File: config.mk
export PLATFORM = sky130hd
export DESIGN_NAME = reset_state_entry_exit
export DESIGN_NICKNAME = d
export VERILOG_FILES = /design/src/rst_seq_pkg.sv /design/src/reset_state_entry_exit.sv /design/src/wdt_prescale.sv
export SDC_FILE = /design/constraint.sdc
export NUM_CORES = 1
export LEC_CHECK = 0
export BUFFER_PORTS_ARGS = -buffer_cell sky130_fd_sc_hd__clkbuf_2
export CELL_PAD_IN_SITES_DETAIL_PLACEMENT = 1
export CELL_PAD_IN_SITES_GLOBAL_PLACEMENT = 2
export CORE_UTILIZATION = 29
export DETAILED_ROUTE_END_ITERATION = 16
export GPL_ROUTABILITY_DRIVEN = 0
export PLACE_DENSITY = 0.89
export SLEW_MARGIN = 5
export SYNTH_ARGS = -nofsm -noshare
export SYNTH_HDL_FRONTEND = slang
export SYNTH_SLANG_ARGS = --single-unit
export TNS_END_PERCENT = 100
File: constraint.sdc
create_clock -name clock_i -period 3.03 [get_ports clock_i]
set_clock_uncertainty 0.2 [all_clocks]
set_input_delay 0.303 -clock clock_i [delete_from_list [all_inputs] [get_ports clock_i]]
set_output_delay 0.303 -clock clock_i [all_outputs]
set_load 0.01 [all_outputs]
File: src/rst_seq_pkg.sv
// constants for the reset-state sequencer
// assumes a single 20 MHz system clock domain
package rst_seq_pkg;
   localparam int        CLOCK_HZ        = 20_000_000;
   localparam logic [7:0] PORT_LATCH_RST = 8'hff;
   localparam logic [15:0] PC_RST        = 16'h0000;
   localparam logic [7:0] SP_RST         = 8'h07;
   localparam logic [7:0] SFR_RST        = 8'h00;
   localparam int        WDT_DIV         = 12;
   localparam int        WDT_CNT_W       = 4;
   localparam logic [1:0] CLK_SEL_INT    = 2'h0;
   localparam int        SRC_W           = 4;
   // source bit positions
   localparam int        SRC_POR         = 0;
   localparam int        SRC_VMON        = 1;
   localparam int        SRC_PIN         = 2;
   localparam int        SRC_SOFT        = 3;
endpackage

File: src/reset_state_entry_exit.sv
// reset-state entry and exit control for a small controller
// assumes core, ports, oscillator mux and watchdog obey the controls it drives
// Functional notes
// - while reset is active the core is held halted.
// - during reset every special function register takes its reset value.
// - during reset the port pins are forced to a fixed known state.
// - during reset all interrupts and timers are disabled.
// - reset never writes or clears internal data memory.
// - the stack pointer returns to its reset value though stack data stays.
// - port latches go to all ones with open-drain outputs on reset.
// - weak pullups are on during reset and stay on after it.
// - supply-monitor and power-on resets drive the reset pin low until exit.
// - on exit the program counter is cleared to its reset value.
// - on exit the internal oscillator is the system clock source.
// - on exit the watchdog runs enabled from system clock divided by twelve.
// - the first fetch after release is from address zero.
module reset_state_entry_exit
   import rst_seq_pkg::*;
#(
   parameter int DIV = WDT_DIV
) (
   // clock and reset
   input  wire logic             clock_i,
   input  wire logic             rst_n_i,
   // reset sources, active high (pin source already active high)
   input  wire logic             por_i,
   input  wire logic             vmon_i,
   input  wire logic             pin_rst_i,
   input  wire logic             soft_rst_i,
   // core control
   output logic                  core_halt_o,
   output logic                  sfr_load_o,
   output logic [15:0]           pc_o,
   output logic [7:0]            sp_o,
   output logic                  fetch_start_o,
   output logic                  ram_wr_block_o,
   // interrupts and timers
   output logic                  irq_disable_o,
   output logic                  timer_disable_o,
   // ports
   output logic [7:0]            port_latch_o,
   output logic                  port_open_drain_o,
   output logic                  weak_pullup_o,
   // external reset pin, open drain
   output logic                  rst_pin_o,
   output logic                  rst_pin_oe_o,
   // clocking and watchdog
   output logic [1:0]            clk_sel_o,
   output logic                  wdt_enable_o,
   output logic                  wdt_tick_o,
   output logic [SRC_W-1:0]      rst_cause_o
);
   import rst_seq_pkg::*;

   // two states only; one-hot, so a stray code falls back to reset
   typedef enum logic [1:0] {
      ST_RESET = 2'b01,
      ST_RUN   = 2'b10
   } state_t;

   // sequencing state and synchronisers
   state_t             state;
   state_t             next_state;
   logic               rst_sync1;
   logic               rst_sync2;
   logic [SRC_W-1:0]   src_s1;
   logic [SRC_W-1:0]   src_s2;
   logic               any_src;
   // exit bookkeeping
   logic               drive_pin;
   logic               was_reset;
   logic               tick;

   // assertion stays asynchronous so a stopped clock still resets
   // reset release through two flops
   always_ff @(posedge clock_i or negedge rst_n_i) begin
      if (!rst_n_i) begin
         rst_sync1 <= 1'b0;
         rst_sync2 <= 1'b0;
      end else begin
         rst_sync1 <= 1'b1;
         rst_sync2 <= rst_sync1;
      end
   end

   // a source pulse shorter than one clock may be missed
   // sources come from other domains, two flops each
   always_ff @(posedge clock_i or negedge rst_sync2) begin
      if (!rst_sync2) begin
         src_s1 <= '0;
         src_s2 <= '0;
      end else begin
         src_s1 <= {soft_rst_i, pin_rst_i, vmon_i, por_i};
         src_s2 <= src_s1;
      end
   end

   // any synchronised source keeps the block in reset
   assign any_src = |src_s2;

   // hold while any source stays active, leave on a clock edge
   always_comb begin
      next_state = state;
      unique case (state)
         ST_RESET: if (!any_src) next_state = ST_RUN;
         ST_RUN:   if (any_src) next_state = ST_RESET;
         default:  next_state = ST_RESET;
      endcase
   end

   // state register
   always_ff @(posedge clock_i or negedge rst_sync2) begin
      if (!rst_sync2) state <= ST_RESET;
      else            state <= next_state;
   end

   // supply and power-on resets own the pin until the exit edge
   always_ff @(posedge clock_i or negedge rst_sync2) begin
      if (!rst_sync2) begin
         drive_pin <= 1'b1;  // chip-level reset counts as power-on
      end else if (any_src) begin
         // once set, a later pin or soft source cannot take the pin back
         drive_pin <= src_s2[SRC_POR] | src_s2[SRC_VMON] | (drive_pin && state == ST_RESET);
      end else if (next_state == ST_RUN) begin
         drive_pin <= 1'b0;
      end
   end

   // last seen source pattern, kept after exit so the cause can be read
   always_ff @(posedge clock_i or negedge rst_sync2) begin
      if (!rst_sync2) begin
         rst_cause_o <= '0;
      end else if (any_src) begin
         rst_cause_o <= src_s2;
      end
   end

   // notes that the previous edge was still in reset
   always_ff @(posedge clock_i or negedge rst_sync2) begin
      if (!rst_sync2) begin
         was_reset <= 1'b1;
      end else begin
         was_reset <= (state == ST_RESET);
      end
   end

   // one-cycle fetch start on the edge after the exit edge; pc already sits at zero
   always_ff @(posedge clock_i or negedge rst_sync2) begin
      if (!rst_sync2) begin
         fetch_start_o <= 1'b0;
      end else begin
         fetch_start_o <= was_reset && (state == ST_RUN);
      end
   end

   // program counter parked at its reset value while held
   always_ff @(posedge clock_i or negedge rst_sync2) begin
      if (!rst_sync2) begin
         pc_o <= PC_RST;
      end else if (state == ST_RESET) begin
         pc_o <= PC_RST;
      end
   end

   // stack pointer reloaded; the stack bytes in memory are left alone
   always_ff @(posedge clock_i or negedge rst_sync2) begin
      if (!rst_sync2) begin
         sp_o <= SP_RST;
      end else if (state == ST_RESET) begin
         sp_o <= SP_RST;
      end
   end

   // port latches to all ones; pins then sit high on the pullups
   always_ff @(posedge clock_i or negedge rst_sync2) begin
      if (!rst_sync2) begin
         port_latch_o <= PORT_LATCH_RST;
      end else if (state == ST_RESET) begin
         port_latch_o <= PORT_LATCH_RST;
      end
   end

   // system clock back on the internal oscillator
   always_ff @(posedge clock_i or negedge rst_sync2) begin
      if (!rst_sync2) begin
         clk_sel_o <= CLK_SEL_INT;
      end else if (state == ST_RESET) begin
         clk_sel_o <= CLK_SEL_INT;
      end
   end

   // core held and registers loaded for as long as the state says reset
   assign core_halt_o       = (state == ST_RESET);
   assign sfr_load_o        = (state == ST_RESET);

   // no interrupt request or timer count slips through while held
   assign irq_disable_o     = (state == ST_RESET);
   assign timer_disable_o   = (state == ST_RESET);

   // port mode is the reset default; it stays tied there after exit as well
   assign port_open_drain_o = 1'b1;
   assign weak_pullup_o     = 1'b1;

   // memory is never touched by reset; writes blocked while halted
   assign ram_wr_block_o    = (state == ST_RESET);

   // open-drain reset pin: only ever pulls low, the enable says when
   assign rst_pin_o         = 1'b0;
   assign rst_pin_oe_o      = drive_pin && (state == ST_RESET);

   // watchdog runs from the first edge out of reset
   assign wdt_enable_o      = (state == ST_RUN);
   assign wdt_tick_o        = tick;

   // watchdog clock at system clock over twelve; the divider restarts
   // each time reset is entered, so the first tick is a full period after exit
   wdt_prescale #(.DIV(DIV)) u_wdt_div (
      .clock_i (clock_i),
      .rst_n_i (rst_sync2),
      .run_i   (wdt_enable_o),
      .tick_o  (tick)
   );
endmodule

File: src/wdt_prescale.sv
// divide-by-n enable pulse generator for the watchdog clock
// assumes the enclosing logic holds it cleared while in reset
module wdt_prescale #(
   parameter int DIV = rst_seq_pkg::WDT_DIV
) (
   // clock and reset
   input  wire logic clock_i,
   input  wire logic rst_n_i,
   // control
   input  wire logic run_i,
   output logic      tick_o
);
   import rst_seq_pkg::*;
   logic [WDT_CNT_W-1:0] count;

   // counter restarts from zero whenever run drops
   always_ff @(posedge clock_i or negedge rst_n_i) begin
      if (!rst_n_i) begin
         count  <= '0;
         tick_o <= 1'b0;
      end else if (!run_i) begin
         count  <= '0;
         tick_o <= 1'b0;
      end else if (count == WDT_CNT_W'(DIV - 1)) begin
         count  <= '0;
         tick_o <= 1'b1;
      end else begin
         count  <= count + 1'b1;
         tick_o <= 1'b0;
      end
   end
endmodule
; Yosys cells after proc, flatten, opt, wreduce, memory -nomap -nowiden
; Cells that the tools add are included.
[classes]
addsub = 1
eq_ne = 4
muxes = 9
n_bitwise = 2
n_reduce_logical = 4
[op_table]
columns = op, count
row1 = $mux 4, 2
row2 = $add 4x1->4 const B, 1
row3 = $eq 2x2->1 const B, 2
row4 = $eq 4x4->1 const B, 1
row5 = $mux 1, 4
row6 = $mux 2, 2
row7 = $pmux 2 s2, 1
row8 = $reduce_or 4->1, 1
row9 = $eq 2x1->1 const B, 1
row10 = $logic_and 1x1->1, 2
row11 = $or 1x1->1, 2
row12 = $reduce_bool 2->1, 1
[word_totals]
regBits = 24
input_bits = 6
output_inout_bits = 50
wordCells = 31

; Longest topological paths before layout
; Gate-level depths: netlist (run 1).
[logic_depth]
word_depth = 6
mapped_depth = 6
depth_no_buf = 5

; By module
; Synthesis (run 1) repeated with hierarchy kept, for this count alone.
[hier_totals]
cells_unflattened = 105
hier_area_um2 = 1198.6
[modules_own_cells]
columns = module, n_inst, cells_per_inst, area_per_inst_um2, seq_area_each_um2
row1 = reset_state_entry_exit, 1, 86, 974.7, 479.2
row2 = wdt_prescale, 1, 19, 224.0, 125.1

; Least setup slack after synthesis (run 1)
; OpenSTA, ideal clock, no wires.
[synth_timing]
kind = flip-flop to flip-flop
startpoint = register state[0]
endpoint = register drive_pin
setup_ns = 0.072
arrival_ns = 1.434
required_ns = 2.758
setup_slack_ns = 1.325
path_stages_with_launch = 7
n_path_buf = 1
synth_period_minus_slack_ns = 1.705
path_cell_list = dfstp_2 inv_1 ha_1 clkbuf_2 a21oi_1 a2111oi_4 o21ai_1
[synth_via]
elab_chain_len = 4
elab_cells_between_ends = 10
classes_between = 3 x eq/ne / 4 x mux / 1 x bitwise / 2 x reduce/logical
[synth_lines]
columns = element, line_no
row1 = from (decl), reset_state_entry_exit.sv:62  ; state_t state;
row2 = from (signal assigned), reset_state_entry_exit.sv:114  ; else state <= next_state;
row3 = $eq 2x2->1, --
row4 = via wdt_enable_o, reset_state_entry_exit.sv:49  ; output logic wdt_enable_o,
row5 = $pmux 2 s2, reset_state_entry_exit.sv:104  ; unique case (state)
row6 = $eq 2x2->1, reset_state_entry_exit.sv:124  ; end else if (next_state == ST_RUN) begin
row7 = $reduce_bool 2->1 (no source line), --
row8 = to (signal assigned), reset_state_entry_exit.sv:123  ; drive_pin <= src_s2[SRC_POR] | src_s2[SRC_VMON] | (drive_pin && state == ST_RESET);
row9 = to (decl), reset_state_entry_exit.sv:70  ; logic drive_pin;
; The timed path passes the listed nets, and every way through them passes these cells.
; A chain may end at the register's enable or synchronous reset.

; Final worst setup path (run 1)
[layout_timing]
startpoint = register state[0]
endpoint = output rst_pin_oe_o
[layout_via]
elab_chain_len = 2
[layout_lines]
columns = element, line_no
row1 = $eq 2x1->1, reset_state_entry_exit.sv:209  ; assign rst_pin_oe_o = drive_pin && (state == ST_RESET);
row2 = $logic_and 1x1->1, reset_state_entry_exit.sv:209
row3 = to (decl), reset_state_entry_exit.sv:46  ; output logic rst_pin_oe_o,
; Every way passes these cells.

==> run_results.csv, run 1 <==
group,metric,value,unit
global_routing,antenna_found_initial,0,
pwr,p_per_area,665.0,nW/µm²
setup_path,cp_max_fo,12,
drt,wire_per_inst,10.85,µm
job,drv_cap,0,
placement,hpwl,1402,µm
cells_and_area,postLayoutCoreUtil,33.89,%
logic_synthesis,synth_common_cells,"buf_4, dfrtp_1, and2_1",
setup_path,path_class,"reg -> out",
drt,firstDrtPassIters,4,
global_routing,grt_usage,10.18,%
placement,portBuffers,18,
clocking,cts_buffer_depth,2,
floorplanning,rows,22,
global_routing,globalRouteOverflowTotal,0,
timing,rsz0062_at_grt,"no",
logic_synthesis,synth-main-ff-cell,"dfrtp_1",
drt,drt-initial-drc-count,10,
timing,fin_crit,2.081,ns
pwr,leakage,0.0006682,µW
setup_path,crit_arrival,1.58,ns
clocking,clk_latency,0.27,ns
logic_synthesis,seq_area_frac_synth,50.63,%
logic_synthesis,syn_area_per_cell,11.26,µm²
floorplanning,dieArea,4376,µm²
drt,vias,675,
logic_synthesis,synth-edff-count,0,
setup_path,r2r-start,"state[0]$_DFF_PN1_",
setup_path,rr_endpoint,"drive_pin$_DFFE_PN1P_",
logic_synthesis,synth.ff_latch_count,24,
clocking,cts_sinks,24,
logic_synthesis,synthArstFlopShare,100.0,%
clocking,clk_pin_slew,0.08,ns
timing,drv_slew,0,
logic_synthesis,synth_cell_types,24,
cells_and_area,drive_gt1_share,22.83,%
setup_path,endpoint_kind,"output port",
global_routing,grt_pass1_wl,3132,µm
drt,vias_per_cell,3.857,
timing,finalSetupViolations,0,
setup_path,critPathRequiredTime,2.53,ns
global_routing,grt_pass1_vias,681,
pwr,irDropWorstVdd,0.0003430,V
worst_hold_path,hold_class,"in -> async",
cells_and_area,syn2layout_area_growth,7.861,%
logic_synthesis,synth.most_common_cell,"buf_4",
clocking,htreeDepth,1,
cells_and_area,finalNetCount,137,
floorplanning,die_h,66.16,µm
global_routing,grt_max_degree,23,
clocking,root_buffer,"clkbuf_8",
outcome,status,"finished clean",
setup_path,reg2reg_slack,1.23,ns
setup_path,ff2ff_path_depth,4,
timing,setup_tns,0,ns
floorplanning,core_area,3799,µm²
logic_synthesis,yosysWarnings,0,
setup_path,crit_path_start_kind,"register",
clocking,cts_made_buffers,3,
cells_and_area,num_antenna_cells,0,
floorplanning,initial_core_util,31.42,%
timing,max_freq,480.6,MHz
timing,worst_pin_slew,0.8575,ns
drt,drtAntennaViolNets,0,
timing,slew_headroom,42.83,%
timing,hold_viol_final,0,
logic_synthesis,synth_top_area_share,44.03,%
logic_synthesis,synth.area.top_cells,"dfrtp_1, buf_4, dfstp_2",
clocking,cts_tree,"yes",
floorplanning,pin_count,56,
floorplanning,die_w,66.16,µm
timing,period_share,68.67,%
drt,drc,0,
logic_synthesis,syn_inst,106,
logic_synthesis,synth_area,1194,µm²
logic_synthesis,yosysTopAreaCell,"dfrtp_1",
drt,wl,1898,µm
## layer usage
metal  GRT usage [%]  vias to the layer above  part of all wire, %  routed length [µm]
met1           10.87                      329                   39                 745
met2           16.71                       38                   50                 957
met5               0                        -                    0                   0
met4           6.383                        0                  2.3                  44
li1                -                      304                    -                   -
met3           3.966                        4                  8.0                 151
## layout by cell type (no fill, tap or decap), types with 4 or more instances in the layout
cell           instances
dfrtp_1               21
and2_1                 4
clkbuf_2              18
dlygate4sd3_1          5
conb_1                38
## stage by stage
stage          hold slack (ns)  worst slack (ns)  power (µW)  cell area [µm²]  instances
4_1_cts                 0.1352            0.9144       869.6             1287        175
3_3_place_gp           -0.1117             1.299       570.6             1166        166
6_report                0.1412            0.9493       856.2             1287        175
5_1_grt                 0.1353            0.8403       904.9             1287        175
2_1_floorplan          -0.1926             1.325       584.0             1329        142
3_5_place_dp           -0.1099             1.211       582.6             1166        166
## area by class of cell
type                       count  area, µm²
fill                         447       2511
sequential                    24      604.3
multi-input combinational     74      404.1
timing repair buffer          23      140.1
tap                           48      60.06
clock buffer                   3      41.29
clock inverter                 1      30.03
inverter                       2      7.507
## worst max-delay path: stages, from the launching register on
cell and delay [ns]:
dfstp_2 0.59, ha_1 0.39, and2_1 0.19, clkbuf_2 0.13
## cells by family (layout without fill, tap and decap cells)
family,Yosys count,after routing,synth area share [%]
AO/OA/AOI/OAI,14,14,9.119
flip-flops,24,24,50.63
adder cells (fa/ha/maj),3,3,3.145
buffers and inverters,44,29,26.83
AND/OR/NAND/NOR,19,19,9.644
other,2,38,0.6292
## how the worst max path moves through the flow
stage | from | endpoint | slack (ns) | cells past startpoint
finish | state[0]$_DFF_PN1_ | rst_pin_oe_o | 0.95 | 3
global route | state[0]$_DFF_PN1_ | rst_pin_oe_o | 0.84 | 3
CTS | state[0]$_DFF_PN1_ | rst_pin_oe_o | 0.91 | 3
detailed placement | state[0]$_DFF_PN1_ | rst_pin_oe_o | 1.21 | 3
global placement | state[0]$_DFF_PN1_ | drive_pin$_DFFE_PN1P_ | 1.30 | 5
floorplan | state[0]$_DFF_PN1_ | drive_pin$_DFFE_PN1P_ | 1.32 | 6
## state kept, by name, indices dropped and copies added, names as in the netlist
register and flops:
drive_pin 1, rst_cause_o 4, src_s2 4, fetch_start_o 1
u_wdt_div.tick_o 1, src_s1 4, rst_sync2 1, state 2
was_reset 1, rst_sync1 1, u_wdt_div.count 4
## where the power goes
| part | internal [µW] | total, µW | switching (µW) |
|---|---|---|---|
| Clock | 177 | 277 | 101 |
| Combinational | 68.2 | 191 | 123 |
| Sequential | 360 | 388 | 28.1 |
| Total | 605 | 856 | 252 |
## repair_timing
| action | in CTS | in global routing |
|---|---|---|
| hold buffers | 5 | 0 |
| setup buffers | 0 | 0 |
| gates resized for setup | 0 | 0 |
| endpoints found under the hold margin | 6 | 0 |
(Power assumes the default switching activity.)
==> run 2: changes to the inputs <==
- CORE_UTILIZATION: 29 -> 24
- PLACE_DENSITY: 0.89 -> 0.8
- clock period: 3.03 -> 1.7 ns (I/O delays scaled with it)
==> run 2 against run 1 <==
Via count rose by 5.2%. Sequential share of layout area fell by 4.0 points. Worst hold slack got worse by 0.11 ns. Critical path type unchanged. Combinational power rose by 140%. Design area rose by 9.4%.
==> run_results.csv, run 2 (synthesis results as in run 1) <==
group,metric,value,unit
outcome,status,"finished clean",
setup_path,crit_path_start_kind,"register",
floorplanning,die_h,72.53,µm
drt,drc,0,
drt,vias,710,
setup_path,endpoint_kind,"output port",
cells_and_area,drive_gt1_share,30.66,%
setup_path,crit_start,"state[0]$_DFF_PN1_",
job,drv_cap,0,
floorplanning,die_w,72.53,µm
clocking,htreeDepth,1,
clocking,root_buffer,"clkbuf_8",
timing,finalSetupViolations,0,
pwr,leakage,0.0007135,µW
setup_path,crit_end,"wdt_enable_o",
worst_hold_path,hold_class,"reg -> async",
pwr,comb_power_share,28.5,%
drt,drtAntennaViolNets,0,
drt,firstDrtPassIters,2,
floorplanning,rows,25,
global_routing,grt_pass1_vias,699,
pwr,p_sw_share,29.05,%
pwr,irDropWorstVdd,0.0006301,V
setup_path,r2r-start,"state[0]$_DFF_PN1_",
pwr,power_frac_seq,41.1,%
floorplanning,core_area,4755,µm²
setup_path,rr_endpoint,"drive_pin$_DFFE_PN1P_",
setup_path,reg2reg_slack,0.11,ns
clocking,clk_latency,0.26,ns
placement,portBuffers,18,
cells_and_area,most-common-layout-cells,"conb_1, dfrtp_1, clkbuf_2",
global_routing,globalRouteOverflowTotal,0,
global_routing,antenna_found_initial,0,
floorplanning,initial_core_util,25.11,%
drt,wl,1964,µm
clocking,cts_made_buffers,3,
timing,fin_crit,1.689,ns
drt,wire_per_inst,9.627,µm
clocking,cts_buffer_depth,2,
cells_and_area,num_antenna_cells,0,
placement,hpwl,1477,µm
cells_and_area,finalNetCount,147,
pwr,clkPwrFrac,30.5,%
pwr,p_int,1156,µW
drt,vias_per_cell,3.480,
timing,max_freq,592.1,MHz
setup_path,critPathRequiredTime,1.33,ns
timing,hold_viol_final,0,
timing,whs,0.03017,ns
clocking,cts_sinks,24,
timing,rsz0062_at_grt,"yes",
drt,drt-initial-drc-count,26,
cells_and_area,fill_cells,569,
timing,period_share,99.34,%
floorplanning,pin_count,56,
setup_path,path_class,"reg -> out",
setup_path,ff2ff_path_depth,5,
timing,drv_slew,0,
cells_and_area,syn2layout_area_growth,18.03,%
global_routing,grt_max_degree,23,
clocking,clk_pin_slew,0.08,ns
setup_path,cp_max_fo,7,
setup_path,crit_arrival,1.32,ns
cells_and_area,mostFrequentLayoutCell,"conb_1",
pwr,power_switching,473.3,µW
global_routing,grt_pass1_wl,3091,µm
global_routing,grt_usage,7.808,%
timing,worst_slack,0.01119,ns
floorplanning,dieArea,5260,µm²
pwr,p_per_area,1156,nW/µm²
clocking,cts_tree,"yes",
placement,place_ws,0.04173,ns
## run 2: cell count changes in the layout (fill, tap and decap cells not counted), sizes merged
cell         before  now
buf               0    9
dlygate4sd3       5    6
## run 2: per-stage QoR
step / std cells / TNS [ns] / utilization, % / total power (µW) / instance area [µm²]
final: 204 / 0 / 29.63 / 1629 / 1409
after global routing: 204 / -0.1977 / 29.63 / 1711 / 1409
after CTS: 204 / -0.01724 / 29.61 / 1650 / 1408
after detailed placement: 192 / 0 / 26.21 / 1091 / 1246
after global placement: 192 / 0 / 26.21 / 1074 / 1246
after floorplan: 142 / 0 / - / 1046 / 1333
## run 2: timing repair
item | 4_1_cts | 5_1_grt
setup buffers | 2 | 0
setup endpoints to repair | 7 | 8
hold buffers | 6 | 0
pin swaps | 0 | 1
gates resized for setup | 3 | 1
endpoints found under the hold margin | 6 | 0
## run 2: worst min path at each step
stage / end / slack [ns] / depth (start not counted)
after floorplan: rst_sync1$_DFF_PN0_ / -0.33 / 0
after global placement: rst_sync1$_DFF_PN0_ / -0.24 / 1
after detailed placement: rst_sync1$_DFF_PN0_ / -0.24 / 1
after CTS: src_s2[0]$_DFF_PN0_ / 0.04 / 1
after global routing: rst_cause_o[1]$_DFFE_PN0P_ / 0.08 / 1
final: u_wdt_div.tick_o$_DFF_PN0_ / 0.03 / 1
## run 2: worst max-delay path, cell delays in order (launching register included)
cell and delay, ns:
dfstp_2 0.55, inv_1 0.07, ha_4 0.16, buf_4 0.15, clkbuf_2 0.12
## run 2: power groups by stage
| stage | registers (µW) | clock network [µW] | logic [µW] |
|---|---|---|---|
| floorplan | 695 | 0 | 352 |
| global placement | 689 | 0 | 386 |
| detailed placement | 694 | 0 | 397 |
| CTS | 670 | 511 | 469 |
| global route | 677 | 529 | 505 |
| finish | 669 | 496 | 464 |
## run 2: cell type report
cell class                 count  area, µm²  share of cell area, %
tap                           67      83.83                  5.950
clock buffer                   3      41.29                  2.931
timing repair buffer          33      217.7                  15.45
inverter                       2      7.507                 0.5329
multi-input combinational     74      422.9                  30.02
clock inverter                 1      30.03                  2.131
sequential                    24      605.6                  42.98
## run 2: routing by layer
layer / vias up / global-route usage, % / share of wire (%) / wire length, µm
li1: 324 / - / - / -
met1: 345 / 8.239 / 37 / 720
met2: 39 / 13.91 / 53 / 1047
met3: 2 / 3.750 / 9.1 / 179
met4: 0 / 1.961 / 0.87 / 17
met5: - / 0 / 0 / 0
==> run 3: changes to the inputs <==
- PLACE_DENSITY: 0.8 -> unset
- PLACE_DENSITY_LB_ADDON: unset -> 0.3
- RECOVER_POWER: unset -> 25
==> run 3 against run 2 <==
Worst hold slack got worse by 0.015 ns. Final cell count is 2.5% higher. Die area unchanged. Largest cell class unchanged. Via count increased by 1.8%.
==> run_results.csv, run 3 (synthesis results as in run 1) <==
group,metric,value,unit
setup_path,critical-path-top-delay-family,"flip-flops",
clocking,clk_latency,0.26,ns
placement,portBuffers,18,
clocking,cts_sinks,24,
clocking,htreeDepth,1,
setup_path,path_class,"reg -> out",
setup_path,cp_max_fo,6,
setup_path,cp.depth,4,
floorplanning,core_area,4755,µm²
cells_and_area,finalNetCount,152,
worst_hold_path,hold_class,"in -> async",
cells_and_area,syn2layout_area_growth,24.63,%
setup_path,cpMostUsedCell,"buf_6",
cells_and_area,fill_cells,564,
pwr,irDropWorstVdd,0.0007045,V
timing,hold_viol_final,0,
setup_path,crit_path_start_kind,"register",
floorplanning,die_h,72.53,µm
clocking,cts_buffer_depth,2,
global_routing,globalRouteOverflowTotal,0,
cells_and_area,most-common-layout-cells,"conb_1, dfrtp_1, buf_4",
placement,hpwl,1545,µm
setup_path,critPathRequiredTime,1.33,ns
clocking,cts_made_buffers,3,
setup_path,path_buf_inv,3,
floorplanning,rows,25,
setup_path,crit_arrival,1.32,ns
setup_path,ff2ff_path_depth,3,
timing,fin_crit,1.687,ns
setup_path,crit_slowest_cell,"dfstp_2",
job,drv_cap,0,
floorplanning,pin_count,56,
setup_path,endpoint_kind,"output port",
drt,drtAntennaViolNets,0,
timing,max_freq,592.7,MHz
floorplanning,die_w,72.53,µm
cells_and_area,multi_input_area,435.4,µm²
clocking,cts_tree,"yes",
timing,worst_pin_slew,0.5557,ns
drt,wl,2142,µm
cells_and_area,mostFrequentLayoutCell,"conb_1",
cells_and_area,drive_gt1_share,34.51,%
drt,drc,0,
global_routing,grt_usage,8.378,%
pwr,leakage,0.0007478,µW
drt,vias,723,
global_routing,antenna_found_initial,0,
timing,slew_headroom,62.96,%
timing,finalSetupViolations,0,
global_routing,grt_pass1_vias,677,
floorplanning,initial_core_util,25.11,%
timing,drv_slew,0,
timing,whs,0.01505,ns
global_routing,grt_max_degree,23,
cells_and_area,num_antenna_cells,0,
placement,place_ws,0.01949,ns
setup_path,worstPathCellList,"inv_2 > ha_4 > buf_6 > buf_6",
pwr,p_per_area,1145,nW/µm²
drt,drt-initial-drc-count,15,
outcome,status,"finished clean",
global_routing,grt_pass1_wl,3243,µm
drt,firstDrtPassIters,2,
drt,wire_per_inst,10.25,µm
timing,worst_slack,0.01269,ns
setup_path,critPathMaxStageDelay,0.60,ns
floorplanning,dieArea,5260,µm²
clocking,clk_pin_slew,0.08,ns
clocking,root_buffer,"clkbuf_8",
drt,vias_per_cell,3.459,
cells_and_area,regArea,605.6,µm²
timing,rsz0062_at_grt,"yes",
timing,period_share,99.25,%
## run 3: cell count changes in the layout (fill, tap and decap cells not counted), sizes merged
| cell | before | now |
|---|---|---|
| bufinv | 1 | 0 |
| buf | 9 | 21 |
| dlygate4sd3 | 6 | 5 |
| clkbuf | 21 | 16 |
## run 3: repair_timing
| action | 4_1_cts | 5_1_grt |
|---|---|---|
| hold buffers | 5 | 0 |
| setup buffers | 3 | 5 |
| pin swaps | 1 | 3 |
| endpoints found under the hold margin | 6 | 0 |
| setup endpoints to repair | 7 | 8 |
| resized for setup | 8 | 16 |
## run 3: cell type report
type | count | share of cell area (%)
clock buffers | 4 | 3.701
inverters | 2 | 0.5046
multi-input cells | 74 | 29.27
flip-flops and latches | 24 | 40.71
well taps | 67 | 5.635
repair buffers | 38 | 20.18
## run 3: where the power goes
part	total (µW)	switching (µW)	internal, µW
logic	646	295	350
clock network	378	171	206
registers	679	37.7	641
total	1700	505	1200
## run 3: final timing paths
check,start,end,slack (ns)
hold reg to reg,rst_sync2$_DFF_PN0_,fetch_start_o$_DFF_PN0_,0.11
setup / recovery,state[0]$_DFF_PN1_,wdt_enable_o,0.01
min in group clock_i,src_s1[2]$_DFF_PN0_,src_s2[2]$_DFF_PN0_,0.15
setup reg to reg,src_s2[0]$_DFF_PN0_,drive_pin$_DFFE_PN1P_,0.04
max in group asynchronous,rst_sync2$_DFF_PN0_,state[1]$_DFF_PN0_,0.79
hold / removal,rst_n_i,rst_sync1$_DFF_PN0_,0.02
## run 3: per-layer routing
layer	track usage (%)	vias to the layer above	part of all wire [%]
li1	-	334	-
met4	2.614	0	0.79
met1	8.964	351	38
met3	3.194	2	7.4
met5	0	-	0
met2	15.16	36	54
## run 3: stage by stage
step	power (µW)	cells	cell area [µm²]	utilization, %	TNS, ns
4_1_cts	1563	204	1408	29.61	0
2_1_floorplan	1046	142	1333	-	0
5_1_grt	1803	209	1488	31.29	-0.03515
3_3_place_gp	1066	192	1246	26.21	0
3_5_place_dp	1071	192	1246	26.21	0
6_report	1703	209	1488	31.29	0
